File: config.mk
export PLATFORM = sky130hd
export DESIGN_NAME = gem_edge_mask
export DESIGN_NICKNAME = d
export VERILOG_FILES = /design/src/gem_pkg.sv /design/src/gem_edge_mask.sv /design/src/gem_mask_reg.sv
export VERILOG_INCLUDE_DIRS = /design/src /design/src/src
export SDC_FILE = /design/constraint.sdc
export NUM_CORES = 1
export LEC_CHECK = 0
export BUFFER_PORTS_ARGS = -buffer_cell sky130_fd_sc_hd__buf_4
export CORE_ASPECT_RATIO = 0.9
export CORE_UTILIZATION = 56
export DETAILED_ROUTE_END_ITERATION = 6
export PLACE_DENSITY = 0.92
export SLEW_MARGIN = 20
export SYNTH_ARGS = -nofsm -noshare
export SYNTH_HDL_FRONTEND = slang
export SYNTH_HIERARCHICAL = 1
export SYNTH_SLANG_ARGS = --single-unit
File: constraint.sdc
create_clock -name ref_clk -period 2.2 [get_ports ref_clk]
set_input_delay 0.33 -clock ref_clk [delete_from_list [all_inputs] [get_ports ref_clk]]
set_output_delay 0.33 -clock ref_clk [all_outputs]
set_load 0.05 [all_outputs]
File: src/gem_map.svh
// Purpose: Register offsets, field positions and reset values for the
//          pin edge-enable block.
// Assumes: 8-bit register map reached through the serial controller.
// Notes:   Definitions only.
`ifndef GEM_MAP_SVH
`define GEM_MAP_SVH

`define GEM_ADDR_INPUT      8'h18
`define GEM_ADDR_LATCH_SET  8'h1A
`define GEM_ADDR_LATCH_CLR  8'h1B
`define GEM_ADDR_FALL_SET   8'h1C
`define GEM_ADDR_FALL_CLR   8'h1D
`define GEM_ADDR_RISE_SET   8'h1E
`define GEM_ADDR_RISE_CLR   8'h1F
`define GEM_MASK_RESET      8'h00
`define GEM_LATCH_RESET     8'h00
`define GEM_PIN_COUNT       3
`define GEM_PIN_LO          0
`define GEM_PIN_HI          2

`endif

File: src/gem_pkg.sv
// Purpose: Types shared by the pin edge-enable block.
// Assumes: Constants live in gem_map.svh.
// Notes:   Types only.
package gem_pkg;
  typedef logic [7:0] gem_byte_t;
  typedef logic [7:0] gem_addr_t;
  typedef logic [2:0] gem_pins_t;
endpackage : gem_pkg

File: src/gem_edge_mask.sv
// Purpose: Falling and rising edge-enable masks for the general pins,
//          with the pin input view and the edge latch they feed.
// Assumes: Pins and register strobes are synchronous to ref_clk.
// Notes:   Read data is registered; answer one cycle after rd_en.
//
// Function
// - Falling-edge enable mask at 1Ch set, 1Dh clear
// - Rising-edge enable mask at 1Eh set, 1Fh clear
// - Either location reads the stored mask value
// - Set-location ones become one
// - Clear-location ones become zero
// - Zero bits written leave stored bits unchanged
// - Eight bits each, pins on bits 0-2
// - Enabled edge sets latch bit; ones clear
// - Read-only input register shows sampled pin levels
`timescale 1ns/1ps
`include "gem_map.svh"
module gem_edge_mask (
  input wire logic ref_clk,
  input wire logic resetn,
  input wire gem_pkg::gem_pins_t pin_in,
  input wire logic wr_en,
  input wire logic rd_en,
  input wire gem_pkg::gem_addr_t addr,
  input wire gem_pkg::gem_byte_t wdata,
  output gem_pkg::gem_byte_t rdata,
  output gem_pkg::gem_pins_t fall_enable,
  output gem_pkg::gem_pins_t rise_enable,
  output gem_pkg::gem_pins_t edge_event,
  output gem_pkg::gem_byte_t latch_value
);
  import gem_pkg::*;

  gem_byte_t fall_val;
  gem_byte_t rise_val;
  gem_byte_t rdata_q;
  gem_byte_t rdata_d;
  gem_byte_t latch_q;
  gem_byte_t latch_d;
  gem_pins_t pin_s1_q;
  gem_pins_t pin_s2_q;
  gem_pins_t pin_prev_q;
  gem_pins_t fall_en_q;
  gem_pins_t rise_en_q;
  gem_pins_t event_q;
  gem_pins_t event_d;
  logic fall_set;
  logic fall_clr;
  logic rise_set;
  logic rise_clr;

  function automatic logic hit(input gem_addr_t a, input gem_addr_t loc);
    hit = (a == loc);
  endfunction : hit

  assign fall_set = wr_en && hit(addr, `GEM_ADDR_FALL_SET);
  assign fall_clr = wr_en && hit(addr, `GEM_ADDR_FALL_CLR);
  assign rise_set = wr_en && hit(addr, `GEM_ADDR_RISE_SET);
  assign rise_clr = wr_en && hit(addr, `GEM_ADDR_RISE_CLR);

  // Falling-edge mask, full eight bits of storage
  gem_mask_reg u_fall (
    .ref_clk(ref_clk),
    .resetn(resetn),
    .set_stb(fall_set),
    .clr_stb(fall_clr),
    .wdata(wdata),
    .value(fall_val)
  );

  gem_mask_reg u_rise (
    .ref_clk(ref_clk),
    .resetn(resetn),
    .set_stb(rise_set),
    .clr_stb(rise_clr),
    .wdata(wdata),
    .value(rise_val)
  );

  // Two-stage sync; first stage feeds only the second
  always_ff @(posedge ref_clk or negedge resetn) begin
    if (!resetn) begin
      pin_s1_q <= 3'h0;
      pin_s2_q <= 3'h0;
      pin_prev_q <= 3'h0;
    end else begin
      pin_s1_q <= pin_in;
      pin_s2_q <= pin_s1_q;
      pin_prev_q <= pin_s2_q;
    end
  end

  always_comb begin
    event_d = (pin_prev_q & ~pin_s2_q & fall_val[2:0])
            | (~pin_prev_q & pin_s2_q & rise_val[2:0]);
  end

  // Event set wins over a same-cycle clear so no edge is lost
  always_comb begin
    latch_d = latch_q;
    if (wr_en && hit(addr, `GEM_ADDR_LATCH_CLR)) begin
      latch_d = latch_d & ~wdata;
    end
    if (wr_en && hit(addr, `GEM_ADDR_LATCH_SET)) begin
      latch_d = latch_d | wdata;
    end
    latch_d[2:0] = latch_d[2:0] | event_d;
  end

  always_ff @(posedge ref_clk or negedge resetn) begin
    if (!resetn) begin
      latch_q <= `GEM_LATCH_RESET;
    end else begin
      latch_q <= latch_d;
    end
  end

  always_comb begin
    case (addr)
      `GEM_ADDR_INPUT: rdata_d = {5'h0_0, pin_s2_q};
      `GEM_ADDR_LATCH_SET, `GEM_ADDR_LATCH_CLR: rdata_d = latch_q;
      `GEM_ADDR_FALL_SET, `GEM_ADDR_FALL_CLR: rdata_d = fall_val;
      `GEM_ADDR_RISE_SET, `GEM_ADDR_RISE_CLR: rdata_d = rise_val;
      default: rdata_d = 8'h00;
    endcase
  end

  always_ff @(posedge ref_clk or negedge resetn) begin
    if (!resetn) begin
      rdata_q <= 8'h00;
    end else if (rd_en) begin
      rdata_q <= rdata_d;
    end
  end

  always_ff @(posedge ref_clk or negedge resetn) begin
    if (!resetn) begin
      fall_en_q <= 3'h0;
      rise_en_q <= 3'h0;
      event_q <= 3'h0;
    end else begin
      fall_en_q <= fall_val[2:0];
      rise_en_q <= rise_val[2:0];
      event_q <= event_d;
    end
  end

  assign rdata = rdata_q;
  assign fall_enable = fall_en_q;
  assign rise_enable = rise_en_q;
  assign edge_event = event_q;
  assign latch_value = latch_q;

  chk_read_fall: assert property (
    @(posedge ref_clk) disable iff (!resetn)
    rd_en && (addr == `GEM_ADDR_FALL_SET || addr == `GEM_ADDR_FALL_CLR)
      |=> rdata == $past(fall_val))
    else $error("Falling mask read mismatch");
  chk_read_rise: assert property (
    @(posedge ref_clk) disable iff (!resetn)
    rd_en && (addr == `GEM_ADDR_RISE_SET || addr == `GEM_ADDR_RISE_CLR)
      |=> rdata == $past(rise_val))
    else $error("Rising mask read mismatch");
  chk_fall_latch: assert property (
    @(posedge ref_clk) disable iff (!resetn)
    (fall_val[0] && pin_prev_q[0] && !pin_s2_q[0]) |=> latch_q[0])
    else $error("Enabled falling edge not latched");
  chk_rise_latch: assert property (
    @(posedge ref_clk) disable iff (!resetn)
    (rise_val[1] && !pin_prev_q[1] && pin_s2_q[1]) |=> latch_q[1])
    else $error("Enabled rising edge not latched");
  chk_no_event: assert property (
    @(posedge ref_clk) disable iff (!resetn)
    (fall_val[2:0] == 3'h0 && rise_val[2:0] == 3'h0) |=> event_q == 3'h0)
    else $error("Event without enable");
  chk_input_view: assert property (
    @(posedge ref_clk) disable iff (!resetn)
    rd_en && addr == `GEM_ADDR_INPUT |=> rdata[7:3] == 5'h0_0)
    else $error("Input register upper bits not zero");
  chk_mask_width: assert property (
    @(posedge ref_clk) disable iff (!resetn)
    fall_set && wdata == 8'hFF |=> fall_val == 8'hFF)
    else $error("Mask storage not eight bits");
  chk_latch_clear: assert property (
    @(posedge ref_clk) disable iff (!resetn)
    wr_en && addr == `GEM_ADDR_LATCH_CLR && event_d == 3'h0
      |=> (latch_q & $past(wdata)) == 8'h00)
    else $error("Latch clear failed");

  // Register views and pin-side outputs
  chk_latch_read: assert property (
    @(posedge ref_clk) disable iff (!resetn)
    rd_en && (addr == `GEM_ADDR_LATCH_SET || addr == `GEM_ADDR_LATCH_CLR)
      |=> rdata == $past(latch_q))
    else $error("Latch read mismatch");
  chk_input_read: assert property (
    @(posedge ref_clk) disable iff (!resetn)
    rd_en && addr == `GEM_ADDR_INPUT |=> rdata[2:0] == $past(pin_s2_q))
    else $error("Input register does not show pin levels");
  chk_input_ro: assert property (
    @(posedge ref_clk) disable iff (!resetn)
    wr_en && addr == `GEM_ADDR_INPUT
      |=> $stable(fall_val) && $stable(rise_val))
    else $error("Write to input register changed a mask");
  chk_rdata_hold: assert property (
    @(posedge ref_clk) disable iff (!resetn)
    !rd_en |=> $stable(rdata))
    else $error("Read data changed without a read");
  chk_fall_pins: assert property (
    @(posedge ref_clk) disable iff (!resetn)
    fall_enable == $past(fall_val[2:0]))
    else $error("Falling enable outputs do not follow the mask");
  chk_rise_pins: assert property (
    @(posedge ref_clk) disable iff (!resetn)
    rise_enable == $past(rise_val[2:0]))
    else $error("Rising enable outputs do not follow the mask");
  chk_event_pulse: assert property (
    @(posedge ref_clk) disable iff (!resetn)
    edge_event == $past(event_d))
    else $error("Edge event is not a one-cycle copy");
  chk_event_wins: assert property (
    @(posedge ref_clk) disable iff (!resetn)
    event_d != 3'h0 |=> (latch_q[2:0] & $past(event_d)) == $past(event_d))
    else $error("Edge lost to a latch clear");
endmodule : gem_edge_mask

File: src/gem_mask_reg.sv
// Purpose: One 8-bit register with set and clear write locations.
// Assumes: One write strobe per cycle; set and clear never together.
// Notes:   Value comes straight from the flip-flops.
`timescale 1ns/1ps
`include "gem_map.svh"
module gem_mask_reg (
  input wire logic ref_clk,
  input wire logic resetn,
  input wire logic set_stb,
  input wire logic clr_stb,
  input wire gem_pkg::gem_byte_t wdata,
  output gem_pkg::gem_byte_t value
);
  import gem_pkg::*;

  gem_byte_t val_q;

  always_ff @(posedge ref_clk or negedge resetn) begin
    if (!resetn) begin
      val_q <= `GEM_MASK_RESET;
    end else if (set_stb) begin
      val_q <= val_q | wdata;
    end else if (clr_stb) begin
      val_q <= val_q & ~wdata;
    end
  end

  assign value = val_q;

  chk_set_ones: assert property (
    @(posedge ref_clk) disable iff (!resetn)
    set_stb |=> ((val_q & $past(wdata)) == $past(wdata)))
    else $error("Set write did not raise its bits");
  chk_clr_ones: assert property (
    @(posedge ref_clk) disable iff (!resetn)
    clr_stb && !set_stb |=> ((val_q & $past(wdata)) == 8'h00))
    else $error("Clear write did not drop its bits");
  chk_zero_keep: assert property (
    @(posedge ref_clk) disable iff (!resetn)
    (set_stb || clr_stb)
      |=> ((val_q & ~$past(wdata)) == ($past(val_q) & ~$past(wdata))))
    else $error("Bits written as zero changed");
endmodule : gem_mask_reg

# After elaboration in Yosys (flattened, before gate mapping)
# Cells that the tools add are included.
# op_classes
n_eq_ne	7
n_bitwise	15
n_reduce_logical	11
muxes	7
# ops
cell	count
$eq A8 B5 Y1 const B	7
$mux W8	6
$pmux W8 S4	1
$and A8 B8 Y8	3
$or A8 B8 Y8	3
$and A3 B3 Y3	4
$not A8 Y8	1
$logic_and A1 B1 Y1	6
$not A3 Y3	2
$or A3 B3 Y3	2
$reduce_or A2 Y1	3
$reduce_bool A2 Y1	2
# totals
register_bits	50
inputBits	23
word_cells	50

# Longest topological paths before layout
# logic_depth
ltp_word	6
depth_mapped	6

# By module
# Netlist, hierarchy kept.
# by_module_without_submodules
mod	n_inst	area_per_inst_um2	seq_area_each_um2	cells_per_inst
gem_edge_mask	1	1427.6	850.8	105
gem_mask_reg	2	312.8	200.2	26

# Worst setup path after synthesis
# OpenSTA, ideal clock, no wires.
# synth_timing
kind	input to register
start	input addr[6]
end	register with a tool-made name
t_arrival_ns	1.335
slack_ns	0.744
setup_time_ns	0.121
cell_stages	6
cell_sequence	and4bb_2 -> nand2b_1 -> nor4_1 -> buf_4 -> nand2_1 -> a22o_1
# synth_lines
element	line_no	rtl
from (decl)	gem_edge_mask.sv:24	input wire gem_pkg::gem_addr_t addr,

==> results.md <==
- Syn nets: 180
- Critical Path RT: 2.40 ns
- Die H: 59.4 microns
- Worst min-delay path category: input port to async pin
- Clock Skew: 0.00978 ns
- DRC: 0
- Sequential fraction of the synthesis area: 0.609
- Power Dens Cells: 767 nW/um^2
- Worst Max-Slew Pin Slew: 0.608 ns
- Placement Setup Slack: 0.454 ns
- Fillers: 213
- Synthesized area: 2050 sq um
- R2r endpoint: rdata[2]$_DFFE_PN0P_
- Maximum clock rate: 0.680 GHz
- Post-Synth XOR/XNOR Area: 0
- Cts hold-fix bufs: 0
- Detailed Route Iter0 Violations: 192
- Most frequent cells in the layout: 52 x buf_4, 50 x dfrtp_1, 21 x nand2_1
- RSZ-0062 raised after global routing: false
- Final core utilization: 0.755
- TritonCTS Buffers: 5
- Max FO, Critical Path: 8
- DRT Pass-1 Iters: 4
- Ant diodes: 0
- Antenna violations before repair: 0
- Post-synthesis sequential element count: 50
- CP Class: input port to register
- Critical Path Slowest Stage Cell: and4bb_2
- DRT antenna net count: 0
- Ys Warns: 6
- Grt total ovfl: 0
- Max-Cap Viols: 0
- Crit path cell chain: buf_4 > and4bb_2 > nand2b_1 > nor4_1 > buf_4 > nand2_1 > a22o_1
- CTS tree: built
- Reg2Reg Depth: 2
- Setup WS post-layout: 0.730 ns
- Met1 Use GR: 0.360
- First-pass GRT wire length: 8160 microns
- Compound-gate portion of the synthesized area: 0.148
- Cell Rows: 20
- # clock sinks: 50
- Starting Density: 0.599
- Slew margin rel.: 0.595
- Mux cell area share after synthesis: 0.0926
- IO Count: 48
- Gr usage total: 0.293
- Met2 usage: 0.506
- Gp weighted congestion: 0.824
- Core area: 3430 sq um
- Setup crit start: addr[6]
- Share of layout cells above drive strength 1: 0.340
- Buffers and inverters on the worst path: 2
- Tot Pwr: 1980 uW
- Most common cell on crit path: buf_4
- Largest net degree at the start of global routing: 51
- DPL Wire Length: 3310 microns
- Clock latency on the worst-skew pair: 0.31 ns
- Final critical-path share of the clock period: 0.668
- CP arrival: 1.67 ns
- Worst VDD drop: 0.749 mV
- Flop-to-flop setup slack: 0.92 ns
- Drt wl/cell: 20.4 microns
- Worst Setup End Kind: register
- Die Width: 65.8 microns
- Gr busiest metal: met2
- Post-Synth Adder-Cell Area: 0
- Via/cell ratio: 6.30
- Biggest cell delay along the critical path: 0.30 ns
- Status: completed
- WL final: 5150 microns
- Area grow syn2layout: 26.1%
- Slew Limit Fails: 0
- Post-synth EDFFs: 0
- Kind of cell adding the most delay to the critical path: simple AND/OR/NAND/NOR gates
- Simple-Gate Fraction of Synth Area: 0.116
- Post-CTS Setup Bufs: 0
- Vias: 1594
- Root cell of the clock tree: clkbuf_8
- Fin. Hold Viols: 0
- Final setup viols: 0
- Post-Layout Inst Area: 2590 sq um
- Pleak: 0.00123 uW
- CP Launch Type: input port
- Setup TNS: 0 ns
- Post-Synthesis Cells: 157
- Post-synth top flop: dfrtp_1
- Crit path depth: 7
- Met3 Usage GRT: 0.0654
- # resized after CTS: 0
- Count of buffers from port buffering: 47
- Synth unique cells: 27
- Post-DP Area: 2450 sq um
- Vias in the first global route: 1604
- Htree depth: 2
- Main combinational cell family by area after synthesis: compound AO/OA/AOI/OAI gates
- Nets: 231
- Die area: 3910 sq um
- Syn_area_per_cell: 13.1 sq um
- Minimum clock period: 1.47 ns
- Reg clk slew, reported paths: 0.10 ns
- Commonest non-fill, non-tap cell in the layout: buf_4
- Share of flip-flops with an asynchronous set or reset: 1.00
- Clk buf depth: 2
routing by layer:
metal  share of wire  wire length, microns
met1            0.39                  2010
met2            0.50                  2570
met3           0.087                   446
met4           0.025                   131
met5               0                     0
metrics by stage:
step	instances	hold WS, ns
final	253	0.0234
after detailed placement	245	0.340
after global placement	245	0.334
after floorplan	157	0.0344
after CTS	253	0.0521
after global routing	253	0.0759
power by group:
part	total (uW)	internal, uW	switching, uW
logic	230	87.3	143
clock network	770	455	314
registers	984	957	27.1
area by class of cell:
| cell class | count | area [sq um] | area share |
|---|---|---|---|
| tap | 44 | 55.1 | 0.0213 |
| multi-input combinational | 93 | 732 | 0.283 |
| sequential | 50 | 1250 | 0.483 |
| timing repair buffer | 52 | 390 | 0.151 |
| clock buffer | 5 | 68.8 | 0.0266 |
| inverter | 6 | 22.5 | 0.00870 |
| clock inverter | 3 | 68.8 | 0.0266 |
logic make-up after synthesis:
group	Yosys count
AO/OA/AOI/OAI	37
buffers and inverters	14
flip-flops	50
multiplexers	14
AND/OR/NAND/NOR	42
worst reg2reg max path, cell delays in order (launching register included):
cell and delay (ns):
dfrtp_1 0.44, mux4_2 0.51, a22o_1 0.23
cell usage after synthesis, types with 4 or more instances:
cell type,n,area share
dfrtp_1,50,0.61
nand2_1,21,0.038
a22o_1,19,0.081
buf_2,5,0.012
mux2_1,5,0.027
mux2_2,5,0.027
nand3_1,5,0.012
o2bb2ai_1,5,0.021
a22oi_1,4,0.015
inv_1,4,0.0073
nand3b_1,4,0.015
nor4_1,4,0.012
worst min-delay path by stage:
| stage | slack [ns] | to | depth (start not counted) | from |
|---|---|---|---|---|
| finish | 0.02 | rdata[0]$_DFFE_PN0P_ | 1 | resetn |
| global route | 0.08 | edge_event[1]$_DFF_PN0_ | 1 | resetn |
| CTS | 0.05 | edge_event[1]$_DFF_PN0_ | 1 | resetn |
| detailed placement | 0.34 | pin_s2_q[1]$_DFF_PN0_ | 0 | pin_s1_q[1]$_DFF_PN0_ |
| global placement | 0.33 | pin_s2_q[0]$_DFF_PN0_ | 0 | pin_s1_q[0]$_DFF_PN0_ |
| floorplan | 0.03 | async pin | 0 | resetn |
Note: power is estimated with default switching activity, not from simulation.
